==> config.mk <==
export PLATFORM = sky130hd
export DESIGN_NAME = cdt_decode_timing
export DESIGN_NICKNAME = d
export VERILOG_FILES = /design/src/cdt_pkg.sv /design/src/cdt_phase_gen.sv /design/src/cdt_decode_timing.sv
export SDC_FILE = /design/constraint.sdc
export NUM_CORES = 1
export LEC_CHECK = 0
export ABC_AREA = 0
export BUFFER_PORTS_ARGS = -buffer_cell sky130_fd_sc_hd__clkbuf_2
export CAP_MARGIN = 40
export CORE_UTILIZATION = 30
export DETAILED_ROUTE_END_ITERATION = 12
export GPL_TIMING_DRIVEN = 0
export PLACE_DENSITY = 0.61
export SETUP_SLACK_MARGIN = 0.2
export SLEW_MARGIN = 0
export SYNTH_ARGS = -nofsm -noshare
export SYNTH_HDL_FRONTEND = slang
export SYNTH_SLANG_ARGS = --single-unit
==> constraint.sdc <==
create_clock -name i_clk -period 2.89 [get_ports i_clk]
set_input_delay 0.289 -clock i_clk [delete_from_list [all_inputs] [get_ports i_clk]]
set_output_delay 0.289 -clock i_clk [all_outputs]
set_load 0.03 [all_outputs]
==> src/cdt_pkg.sv <==
// Purpose: Shared constants and types for the instruction decode and timing unit
// Assumes: 14-bit instruction words, four clock phases per instruction cycle
// Notes: Field positions follow the instruction word layout
package cdt_pkg;

    localparam int INSTR_W = 14;
    localparam int FILE_ADDR_W = 7;
    localparam int DATA_W = 8;
    localparam int LIT_W = 11;
    localparam int BIT_POS_W = 3;
    localparam int PHASES = 4;
    localparam int PHASE_W = 2;
    localparam int CLK_PERIOD_NS = 5;

    // Field positions within the instruction word
    localparam int GROUP_MSB = 13;
    localparam int GROUP_LSB = 12;
    localparam int SUBOP_MSB = 11;
    localparam int SUBOP_LSB = 8;
    localparam int DEST_POS = 7;
    localparam int BIT_POS_LSB = 7;
    localparam int PTR_NUM_POS = 2;
    localparam int PTR_MODE_LSB = 0;

    // Indirect window locations in every bank
    localparam logic [FILE_ADDR_W-1:0] WINDOW0_ADDR = 7'h00;
    localparam logic [FILE_ADDR_W-1:0] WINDOW1_ADDR = 7'h01;

    // Inherent control encodings
    localparam logic [7:0] ENC_SUB_EXIT = 8'h08;
    localparam logic [7:0] ENC_INT_EXIT = 8'h09;
    localparam logic [7:0] ENC_SUB_ENTRY_BY_ACC = 8'h0a;
    localparam logic [7:0] ENC_BRANCH_BY_ACC = 8'h0b;

    // Skip-on-zero tests on the value read before modification
    localparam logic [DATA_W-1:0] DEC_HITS_ZERO = 8'h01;
    localparam logic [DATA_W-1:0] INC_HITS_ZERO = 8'hff;

    typedef enum logic [1:0] {
        GRP_BYTE,
        GRP_BIT,
        GRP_LITCTL
    } cdt_group_t;

    typedef enum logic [4:0] {
        OP_INHERENT,
        OP_BYTE_ALU,
        OP_STORE_ACC,
        OP_CLEAR_FILE,
        OP_CLEAR_ACC,
        OP_DEC_SKIP_ZERO,
        OP_INC_SKIP_ZERO,
        OP_BIT_WRITE,
        OP_SKIP_IF_BIT_CLEAR,
        OP_SKIP_IF_BIT_SET,
        OP_LITERAL,
        OP_BANK_SELECT,
        OP_PAGE_SELECT,
        OP_IND_READ,
        OP_IND_WRITE,
        OP_SUB_ENTRY,
        OP_SUB_ENTRY_BY_ACC,
        OP_SUB_EXIT,
        OP_SUB_EXIT_LIT,
        OP_INT_EXIT,
        OP_ABSOLUTE_JUMP,
        OP_RELATIVE_BRANCH,
        OP_BRANCH_BY_ACC
    } cdt_op_t;

    typedef enum logic [1:0] {
        SEQ_IDLE,
        SEQ_EXEC,
        SEQ_EXTRA,
        SEQ_FLUSH
    } cdt_seq_t;

    typedef struct packed {
        cdt_group_t group;
        cdt_op_t op;
        logic [FILE_ADDR_W-1:0] file_addr;
        logic [BIT_POS_W-1:0] bit_pos;
        logic [LIT_W-1:0] lit;
        logic dest;
        logic ptr_num;
        logic [1:0] ptr_mode;
        logic uses_file;
        logic writes_file;
        logic writes_acc;
    } cdt_dec_t;

    typedef struct packed {
        cdt_seq_t st;
        cdt_dec_t dec;
        logic [DATA_W-1:0] rdata;
        logic taken;
        logic [1:0] cycles;
    } cdt_core_state_t;

    typedef struct packed {
        logic [PHASE_W-1:0] phase;
    } cdt_phase_state_t;

endpackage

==> src/cdt_phase_gen.sv <==
// Purpose: Phase counter splitting each instruction cycle into clock phases
// Assumes: Free running from reset release
// Notes: o_last marks the final phase of every instruction cycle
`timescale 1ns/1ps
module cdt_phase_gen #(
    parameter int PHASES = cdt_pkg::PHASES
) (
    input wire logic i_clk,
    input wire logic i_rstn,
    output logic [cdt_pkg::PHASE_W-1:0] o_phase,
    output logic o_last
);

    localparam logic [cdt_pkg::PHASE_W-1:0] LAST_PHASE = cdt_pkg::PHASE_W'(PHASES - 1);

    cdt_pkg::cdt_phase_state_t s_reg;
    cdt_pkg::cdt_phase_state_t s_next;

    always_comb begin
        s_next = s_reg;
        if (s_reg.phase == LAST_PHASE) begin
            s_next.phase = '0;
        end else begin
            s_next.phase = s_reg.phase + cdt_pkg::PHASE_W'(1);
        end
    end

    always_ff @(posedge i_clk or negedge i_rstn) begin
        if (!i_rstn) begin
            s_reg <= '0;
        end else begin
            s_reg <= s_next;
        end
    end

    assign o_phase = s_reg.phase;
    assign o_last = (s_reg.phase == LAST_PHASE);

endmodule

==> src/cdt_decode_timing.sv <==
// Purpose: Instruction decode and cycle sequencing for the 8-bit core
// Assumes: Program memory and file data come from logic on i_clk
// Notes: Phase 1 reads the file, phase 3 writes the result
`timescale 1ns/1ps
module cdt_decode_timing (
    input wire logic i_clk,
    input wire logic i_rstn,
    input wire logic [cdt_pkg::INSTR_W-1:0] i_instr,
    input wire logic i_instr_valid,
    input wire logic [cdt_pkg::DATA_W-1:0] i_file_rdata,
    input wire logic [1:0] i_ptr_in_prog,
    output logic o_fetch,
    output logic [cdt_pkg::PHASE_W-1:0] o_phase,
    output cdt_pkg::cdt_dec_t o_dec,
    output logic o_busy,
    output logic o_file_rd,
    output logic o_file_wr,
    output logic o_acc_wr,
    output logic o_pc_redirect,
    output logic o_extra_cycle,
    output logic o_nop_cycle,
    output logic [1:0] o_cycles_used
);

    function automatic cdt_pkg::cdt_dec_t cdt_decode(input logic [cdt_pkg::INSTR_W-1:0] w);
        cdt_pkg::cdt_dec_t d;
        d = '0;
        // Operand fields sit at fixed places, no extension words
        d.file_addr = w[cdt_pkg::FILE_ADDR_W-1:0];
        d.bit_pos = w[cdt_pkg::BIT_POS_LSB +: cdt_pkg::BIT_POS_W];
        d.lit = w[cdt_pkg::LIT_W-1:0];
        d.dest = w[cdt_pkg::DEST_POS];
        d.ptr_num = w[cdt_pkg::PTR_NUM_POS];
        d.ptr_mode = w[cdt_pkg::PTR_MODE_LSB +: 2];
        d.op = cdt_pkg::OP_INHERENT;
        d.group = cdt_pkg::GRP_LITCTL;
        unique case (w[cdt_pkg::GROUP_MSB:cdt_pkg::GROUP_LSB])
            2'b00: begin
                d.group = cdt_pkg::GRP_BYTE;
                d.uses_file = 1'b1;
                d.op = cdt_pkg::OP_BYTE_ALU;
                unique case (w[cdt_pkg::SUBOP_MSB:cdt_pkg::SUBOP_LSB])
                    4'h0: begin
                        if (w[cdt_pkg::DEST_POS]) begin
                            d.op = cdt_pkg::OP_STORE_ACC;
                        end else begin
                            d.uses_file = 1'b0;
                            d.group = cdt_pkg::GRP_LITCTL;
                            if (w[7:5] == 3'b001) begin
                                d.op = cdt_pkg::OP_BANK_SELECT;
                            end else if (w[7:4] == 4'h1) begin
                                d.op = w[3] ? cdt_pkg::OP_IND_WRITE : cdt_pkg::OP_IND_READ;
                            end else if (w[7:0] == cdt_pkg::ENC_SUB_EXIT) begin
                                d.op = cdt_pkg::OP_SUB_EXIT;
                            end else if (w[7:0] == cdt_pkg::ENC_INT_EXIT) begin
                                d.op = cdt_pkg::OP_INT_EXIT;
                            end else if (w[7:0] == cdt_pkg::ENC_SUB_ENTRY_BY_ACC) begin
                                d.op = cdt_pkg::OP_SUB_ENTRY_BY_ACC;
                            end else if (w[7:0] == cdt_pkg::ENC_BRANCH_BY_ACC) begin
                                d.op = cdt_pkg::OP_BRANCH_BY_ACC;
                            end else begin
                                d.op = cdt_pkg::OP_INHERENT;
                            end
                        end
                    end
                    4'h1: begin
                        if (w[cdt_pkg::DEST_POS]) begin
                            d.op = cdt_pkg::OP_CLEAR_FILE;
                        end else begin
                            // Low two bits are don't-care, never looked at
                            d.op = cdt_pkg::OP_CLEAR_ACC;
                            d.uses_file = 1'b0;
                        end
                    end
                    4'hb: d.op = cdt_pkg::OP_DEC_SKIP_ZERO;
                    4'hf: d.op = cdt_pkg::OP_INC_SKIP_ZERO;
                    default: d.op = cdt_pkg::OP_BYTE_ALU;
                endcase
            end
            2'b01: begin
                d.group = cdt_pkg::GRP_BIT;
                d.uses_file = 1'b1;
                if (!w[11]) begin
                    d.op = cdt_pkg::OP_BIT_WRITE;
                end else if (w[10]) begin
                    d.op = cdt_pkg::OP_SKIP_IF_BIT_SET;
                end else begin
                    d.op = cdt_pkg::OP_SKIP_IF_BIT_CLEAR;
                end
            end
            2'b10: begin
                d.op = w[11] ? cdt_pkg::OP_ABSOLUTE_JUMP : cdt_pkg::OP_SUB_ENTRY;
            end
            2'b11: begin
                unique case (w[cdt_pkg::SUBOP_MSB:cdt_pkg::SUBOP_LSB])
                    4'h5, 4'h6, 4'h7, 4'hb, 4'hd: begin
                        d.group = cdt_pkg::GRP_BYTE;
                        d.uses_file = 1'b1;
                        d.op = cdt_pkg::OP_BYTE_ALU;
                    end
                    4'h2, 4'h3: d.op = cdt_pkg::OP_RELATIVE_BRANCH;
                    4'h4: d.op = cdt_pkg::OP_SUB_EXIT_LIT;
                    4'h1: d.op = w[7] ? cdt_pkg::OP_PAGE_SELECT : cdt_pkg::OP_LITERAL;
                    default: d.op = cdt_pkg::OP_LITERAL;
                endcase
            end
        endcase
        // Where the result lands
        if (d.op == cdt_pkg::OP_STORE_ACC || d.op == cdt_pkg::OP_CLEAR_FILE ||
            d.op == cdt_pkg::OP_BIT_WRITE) begin
            d.writes_file = 1'b1;
        end else if (d.group == cdt_pkg::GRP_BYTE) begin
            d.writes_file = d.dest;
            d.writes_acc = !d.dest;
        end else if (d.op == cdt_pkg::OP_CLEAR_ACC || d.op == cdt_pkg::OP_LITERAL ||
                     d.op == cdt_pkg::OP_SUB_EXIT_LIT) begin
            d.writes_acc = 1'b1;
        end
        return d;
    endfunction

    cdt_pkg::cdt_core_state_t s_reg;
    cdt_pkg::cdt_core_state_t s_next;
    logic [cdt_pkg::PHASE_W-1:0] phase;
    logic last;
    logic fetch_now;
    logic fixed_two;
    logic skip_taken;
    logic taken_now;
    logic ind_ref;
    logic ind_sel;
    logic need_extra;

    cdt_phase_gen #(
        .PHASES(cdt_pkg::PHASES)
    ) u_phase (
        .i_clk(i_clk),
        .i_rstn(i_rstn),
        .o_phase(phase),
        .o_last(last)
    );

    always_comb begin
        fixed_two = 1'b0;
        skip_taken = 1'b0;
        unique case (s_reg.dec.op)
            cdt_pkg::OP_SUB_ENTRY, cdt_pkg::OP_SUB_ENTRY_BY_ACC: fixed_two = 1'b1;
            cdt_pkg::OP_SUB_EXIT, cdt_pkg::OP_SUB_EXIT_LIT, cdt_pkg::OP_INT_EXIT: fixed_two = 1'b1;
            cdt_pkg::OP_ABSOLUTE_JUMP, cdt_pkg::OP_RELATIVE_BRANCH,
            cdt_pkg::OP_BRANCH_BY_ACC: fixed_two = 1'b1;
            cdt_pkg::OP_SKIP_IF_BIT_CLEAR: skip_taken = !s_reg.rdata[s_reg.dec.bit_pos];
            cdt_pkg::OP_SKIP_IF_BIT_SET: skip_taken = s_reg.rdata[s_reg.dec.bit_pos];
            cdt_pkg::OP_DEC_SKIP_ZERO: skip_taken = (s_reg.rdata == cdt_pkg::DEC_HITS_ZERO);
            cdt_pkg::OP_INC_SKIP_ZERO: skip_taken = (s_reg.rdata == cdt_pkg::INC_HITS_ZERO);
            default: begin
                fixed_two = 1'b0;
                skip_taken = 1'b0;
            end
        endcase
        taken_now = fixed_two || skip_taken;
        // Indirect window or implicit pointer access
        ind_ref = (s_reg.dec.uses_file && (s_reg.dec.file_addr == cdt_pkg::WINDOW0_ADDR ||
                   s_reg.dec.file_addr == cdt_pkg::WINDOW1_ADDR)) ||
                  s_reg.dec.op == cdt_pkg::OP_IND_READ || s_reg.dec.op == cdt_pkg::OP_IND_WRITE;
        ind_sel = (s_reg.dec.op == cdt_pkg::OP_IND_READ || s_reg.dec.op == cdt_pkg::OP_IND_WRITE) ?
                  s_reg.dec.ptr_num : s_reg.dec.file_addr[0];
        need_extra = ind_ref && i_ptr_in_prog[ind_sel];
    end

    always_comb begin
        s_next = s_reg;
        fetch_now = 1'b0;
        // Capture read data one phase after the read strobe
        if (s_reg.st == cdt_pkg::SEQ_EXEC && phase == cdt_pkg::PHASE_W'(2)) begin
            s_next.rdata = i_file_rdata;
        end
        if (last) begin
            unique case (s_reg.st)
                cdt_pkg::SEQ_IDLE: fetch_now = 1'b1;
                cdt_pkg::SEQ_EXEC: begin
                    s_next.taken = taken_now;
                    if (need_extra) begin
                        s_next.st = cdt_pkg::SEQ_EXTRA;
                        s_next.cycles = s_reg.cycles + 2'h1;
                    end else if (taken_now) begin
                        s_next.st = cdt_pkg::SEQ_FLUSH;
                        s_next.cycles = s_reg.cycles + 2'h1;
                    end else begin
                        fetch_now = 1'b1;
                    end
                end
                cdt_pkg::SEQ_EXTRA: begin
                    if (s_reg.taken) begin
                        s_next.st = cdt_pkg::SEQ_FLUSH;
                        s_next.cycles = s_reg.cycles + 2'h1;
                    end else begin
                        fetch_now = 1'b1;
                    end
                end
                cdt_pkg::SEQ_FLUSH: fetch_now = 1'b1;
            endcase
            if (fetch_now) begin
                s_next.taken = 1'b0;
                if (i_instr_valid) begin
                    s_next.st = cdt_pkg::SEQ_EXEC;
                    s_next.dec = cdt_decode(i_instr);
                    s_next.cycles = 2'h1;
                end else begin
                    s_next.st = cdt_pkg::SEQ_IDLE;
                end
            end
        end
    end

    always_ff @(posedge i_clk or negedge i_rstn) begin
        if (!i_rstn) begin
            s_reg <= '0;
        end else begin
            s_reg <= s_next;
        end
    end

    assign o_fetch = fetch_now;
    assign o_phase = phase;
    assign o_dec = s_reg.dec;
    assign o_busy = (s_reg.st != cdt_pkg::SEQ_IDLE);
    // Every file operand is read, even when only written
    assign o_file_rd = (s_reg.st == cdt_pkg::SEQ_EXEC) && (phase == cdt_pkg::PHASE_W'(1)) &&
                       s_reg.dec.uses_file;
    assign o_file_wr = (s_reg.st == cdt_pkg::SEQ_EXEC) && last && s_reg.dec.writes_file;
    assign o_acc_wr = (s_reg.st == cdt_pkg::SEQ_EXEC) && last && s_reg.dec.writes_acc;
    assign o_pc_redirect = (s_reg.st == cdt_pkg::SEQ_EXEC) && last && taken_now;
    assign o_extra_cycle = (s_reg.st == cdt_pkg::SEQ_EXTRA);
    assign o_nop_cycle = (s_reg.st == cdt_pkg::SEQ_FLUSH);
    assign o_cycles_used = s_reg.cycles;

    logic exec_end;
    logic is_entry;
    logic is_exit;
    logic is_jump;
    assign exec_end = (s_reg.st == cdt_pkg::SEQ_EXEC) && last;
    assign is_entry = (s_reg.dec.op == cdt_pkg::OP_SUB_ENTRY) || (s_reg.dec.op == cdt_pkg::OP_SUB_ENTRY_BY_ACC);
    assign is_exit = (s_reg.dec.op == cdt_pkg::OP_SUB_EXIT) || (s_reg.dec.op == cdt_pkg::OP_SUB_EXIT_LIT) ||
                     (s_reg.dec.op == cdt_pkg::OP_INT_EXIT);
    assign is_jump = (s_reg.dec.op == cdt_pkg::OP_ABSOLUTE_JUMP) ||
                     (s_reg.dec.op == cdt_pkg::OP_RELATIVE_BRANCH) ||
                     (s_reg.dec.op == cdt_pkg::OP_BRANCH_BY_ACC);
endmodule

# After elaboration in Yosys (flattened, before gate mapping)
# Index checks and enable logic that the tools add are counted.
# Widths: inputs -> output; s select.
[op_classes]
addsub = 2
order_cmp = 2
eq_ne = 50
n_mux = 63
reduce_logical = 36
[ops]
columns = ["operator", "n"]
rows = [
  ["$mux 5", 12],
  ["$pmux 5 s4", 3],
  ["$eq 5x5->1 const B", 8],
  ["$mux 37", 1],
  ["$mux 35", 1],
  ["$eq 8x4->1 const B", 4],
  ["$eq 5x4->1 const B", 6],
  ["$mux 2", 15],
  ["$mux 1", 21],
  ["$eq 5x3->1 const B", 4],
  ["$eq 4x3->1 const B", 4],
  ["$eq 2x2->1 const B", 6],
  ["$eq 4x4->1 const B", 3],
  ["$eq 5x2->1 const B", 2],
  ["$logic_and 1x1->1", 9],
  ["$logic_or 1x1->1", 9],
  ["$mux 3", 3],
  ["$eq 4x1->1 const B", 2],
  ["$eq 4x2->1 const B", 2],
  ["$eq 8x1->1 const B", 1],
  ["$eq 8x8->1 const B", 1],
  ["$pmux 2 s2", 2],
  ["$reduce_or 8->1", 1],
  ["$eq 7x1->1 const B", 1],
  ["22 further kinds", 32],
]
[word_totals]
regBits = 50
in_bits = 27
output_inout_bits = 47

# Logic depth before layout (Yosys ltp)
[logic_depth]
word_depth = 21
ltp_mapped = 8
mapped_depth_nobuf = 7

# Cells and area by module
# From an unflattened synthesis, not the netlist that was laid out.
[hier_totals]
cells_unflattened = 305
area_unflattened_um2 = 2905.3
[by_module_without_submodules]
columns = ["mod", "instances", "cells_each", "area_per_inst_um2", "seq_area_each_um2"]
rows = [
  ["cdt_decode_timing", 1, 301, 2839.0, 850.8],
  ["cdt_phase_gen", 1, 4, 66.3, 50.0],
]

# Least setup slack after synthesis
# OpenSTA, ideal clock, no wires.
[synth_path]
path_kind = "reg2reg"
startpoint = "register s_reg, in the netlist o_dec[18]"
endpoint = "register s_reg, in the netlist o_dec[23]"
arrival_ns = 2.437
required_ns = 2.763
path_slack_ns = 0.326
path_stages_with_launch = 9
path_buffers = 1
synth_period_minus_slack_ns = 2.564
path_cell_list = "dfrtp_1 -> mux4_2 -> mux2i_1 -> xnor2_1 -> a2111oi_4 -> o211a_4 -> nand2_2 -> buf_6 -> mux2_1"
[synth_between]
elab_chain_cells = 10
[synth_lines]
columns = ["element", "line_no", "source"]
rows = [
  ["start: declaration", "cdt_decode_timing.sv:122", "cdt_pkg::cdt_core_state_t s_reg;"],
  ["start signal: assignment", "cdt_decode_timing.sv:219", "s_reg <= s_next;"],
  ["$bmux 1 s3 *", "cdt_decode_timing.sv:151, cdt_decode_timing.sv:152", ""],
  ["$mux 1 (not written as such) *", "cdt_decode_timing.sv:151, cdt_decode_timing.sv:152", ""],
  ["$logic_not 1->1", "cdt_decode_timing.sv:151", "cdt_pkg::OP_SKIP_IF_BIT_CLEAR: skip_taken = !s_reg.rdata[s_reg.dec.bit_pos];"],
  ["$pmux 1 s4 *", "cdt_decode_timing.sv:146", "unique case (s_reg.dec.op)"],
  ["$logic_or 1x1->1 *", "cdt_decode_timing.sv:160", "taken_now = fixed_two || skip_taken;"],
  ["$mux 1 *", "cdt_decode_timing.sv:185", "end else if (taken_now) begin"],
  ["$mux 1 *", "cdt_decode_timing.sv:182", "if (need_extra) begin"],
  ["$pmux 1 s3 *", "cdt_decode_timing.sv:178", "unique case (s_reg.st)"],
  ["$mux 1 *", "cdt_decode_timing.sv:177", "if (last) begin"],
  ["$reduce_and 3->1 (no line) *", "-", ""],
]
# Every way passes the cells marked *; elsewhere a longest branch is shown, timed or not. The select of a mux whose other input is x is not followed.
# A chain may end at the register's enable or synchronous reset.

# Worst setup path after layout
[layout_path]
startpoint = "register s_reg, in the netlist o_dec[18]"
endpoint = "output o_fetch"
[layout_between]
elab_chain_cells = 10
[layout_lines]
columns = ["element", "line_no", "source"]
rows = [
  ["$bmux 1 s3 *", "cdt_decode_timing.sv:151, cdt_decode_timing.sv:152", ""],
  ["$mux 1 (not written as such) *", "cdt_decode_timing.sv:151, cdt_decode_timing.sv:152", ""],
  ["$logic_not 1->1", "cdt_decode_timing.sv:151", ""],
  ["$pmux 1 s4 *", "cdt_decode_timing.sv:146", ""],
  ["$logic_or 1x1->1 *", "cdt_decode_timing.sv:160", ""],
  ["$mux 1 *", "cdt_decode_timing.sv:185", ""],
  ["$mux 1 *", "cdt_decode_timing.sv:182", ""],
  ["$pmux 1 s3 *", "cdt_decode_timing.sv:178", ""],
  ["$mux 1 * (2 in series)", "cdt_decode_timing.sv:177", ""],
  ["end: declaration", "cdt_decode_timing.sv:12", "output logic o_fetch,"],
]
# Marked as above.

==> results.md <==
- Hold path depth: 2
- PwrDens: 725 mW/mm2
- Reg2Reg Depth: 8
- PnR Total Power: 2.47 mW
- Area of the multi-input gates: 0.00140 mm2
- Root buf cell: clkbuf_8
- Largest net degree at the start of global routing: 30
- Ys flop type: dfrtp_1
- Setup Viol. Count Final: 0
- Crit Path Class: reg2out
- WL per Instance: 14.2 um
- Largest register FFs: 21
- DR DRC count: 0
- Synth Warn #: 0
- Worst hold path class: in2reg
- Total number of vias: 2347
- Dpl hpwl: 5.11 mm
- Slew margin rel.: 56.6%
- Layout Utilization: 40.6%
- ANT nets after route: 0
- CP max-delay cell: mux4_2
- WP data arrival: 2350 ps
- Top cells by count, synth: 37 x buf_4, 36 x dfrtp_1, 19 x mux2_1
- Final cell count without fillers: 477
- Clock Tree Buf Depth: 2
- Final WS setup: 248 ps
- Total gr overflow: 0
- IO Pins: 74
- Port Buffers: 72
- Ant. Diodes: 0
- Flops & latches, synth: 36
- H-tree depth: 2
- Crit start category: flop
- Leakage: 1.63 nW
- CP Capture Type: output port
- DR vias/cell: 4.92
- Clock transition at the registers of the reported paths: 80 ps
- Core ar.: 0.00838 mm2
- Crit path time final: 2640 ps
- R2R Path Start: o_dec[18]
- Hold WS: 219 ps
- Initial detailed-routing violation count: 80
- Cell Chain, Critical Path: mux4_2 -> mux2i_2 -> xnor2_2 -> a2111oi_4 -> o211a_4 -> buf_6
- Peak supply drop: 0.000320 V
- Placer Congestion: 0.867
- RSZ-0062 raised after global routing: yes
- Worst skew pair latency: 300 ps
- Yosys top cell by area: dfrtp_1
- Crit path max-delay family: multiplexers
- Die height: 96.1 um
- Total CTS buffers: 5
- Outcome: finished clean
- Fraction of layout cells with a size suffix above 1: 40.1%
- Worst-Margin Slew: 642 ps
- Register area: 903 um2
- # fillers: 851
- Routed wire length: 6.77 mm
- Worst path bufs/invs: 1
- WP data required: 2600 ps
- Chip width: 96.1 um
- TritonCTS clock tree: done
- Post-placement setup slack: 135 ps
- Die footprint: 0.00924 mm2
- Final cell area excluding filler cells: 0.00340 mm2
- Dpl cell area: 0.00317 mm2
- EDFF count, synth: 0
- Crit-path max FO: 4
- Hold Crit Start: i_file_rdata[4]
- Starting Density: 31.7%
- R2R Path End: o_dec[26]
- Mean post-synth cell area: 9.39 um2
- First-pass GRT wire length: 10.7 mm
- Placed cell count: 461
- Number of global-route vias before repair: 2147
- Area delta synth->final: 28.0%
- R2r setup slk: 270 ps
- Worst stage delay on the critical path: 510 ps
- Count leader, synth: buf_4
- Nets: 405
- Worst Hold Endpoint: s_reg[7]
- Syn Nets: 317
- Clock skew: 6.87 ps
- Max cap viols: 0
- CTS sink cnt: 36
- Yosys top cell area share: 33.9%
- Mapped Cells: 283
- Post-synthesis sequential area ratio: 33.9%
- TritonRoute pass-1 iters: 4
- Max Clk Rate: 378 MHz
- Cell area after synthesis: 0.00266 mm2
- Tcrit/Tclk final: 91.4%
- Library cells used by synthesis: 52
- Global Route Usage Sum: 15.3%
- Main area contributors after synthesis: dfrtp_1 34%, buf_4 10%, mux2_1 8.1%
- Synth async-reset ratio: 100%
- Antenna violations before repair: 0
- Setup TNS: 0 ps
- Row Count: 33
- Final Slew Violations: 0
- Fin. Hold Viols: 0
[routing by layer]
metal	track usage (%)	vias up	part of all wire [%]
met5	0	-	0
met4	3.73	0	0.87
met3	3.48	5	6.6
met2	24.4	88	46
met1	20.8	1097	47
li1	-	1157	-
[layout make-up]
class,count,area share [%]
Clock buffer,7,2.83
Timing Repair Buffer,81,13.2
Multi-Input combinational cell,186,41.2
Sequential cell,36,26.6
Tap cell,105,3.86
Clock inverter,1,0.883
Buffer,49,10.2
Inverter,12,1.32
[kinds of logic after synthesis]
kind of cell,count (synthesis),synth area share [%]
AND/OR/NAND/NOR,83,16.4
AO/OA/AOI/OAI,62,17.1
buffers and inverters,61,14.4
flip-flops,36,33.9
multiplexers,32,14.3
adder cells (fa/ha/maj),7,3.30
XOR/XNOR,2,0.659
[how the worst max path moves through the flow]
| stage | start | end | cells after the start |
|---|---|---|---|
| after global routing | o_dec[16] | o_fetch | 6 |
| after detailed placement | o_dec[18] | o_dec[19] | 8 |
| after CTS | o_dec[18] | o_fetch | 6 |
| final | o_dec[18] | o_fetch | 6 |
| after global placement | o_dec[18] | o_dec[33] | 8 |
| after floorplan | o_dec[18] | o_dec[23] | 8 |
[timing repair]
item,4_1_cts,5_1_grt
pin swaps,1,2
setup endpoints to repair,17,17
setup buffers,1,6
gates resized for setup,3,9
endpoints found under the hold margin,7,0
hold buffers,1,0
[power breakdown]
group	switching, mW	total (mW)	internal, mW	leakage, nW
Clock	0.191	0.496	0.305	0.0645
Combinational	0.613	1.15	0.533	1.13
Sequential	0.179	0.825	0.646	0.430
Total	0.984	2.47	1.48	1.63
[placed cells by master, fill, tap and decap left out, drive strengths merged, types with 4 or more instances in the layout]
| master | n |
|---|---|
| mux2 | 27 |
| nand2 | 16 |
| a211oi | 4 |
| o21ai | 15 |
| inv | 12 |
| dfrtp | 36 |
| a21oi | 12 |
| clkbuf | 88 |
| nand3 | 7 |
| nor3 | 6 |
| nor2b | 8 |
| buf | 48 |
| ha | 7 |
| nor2 | 17 |
| nand2b | 12 |
No activity file was read; power rests on OpenSTA's default activity.
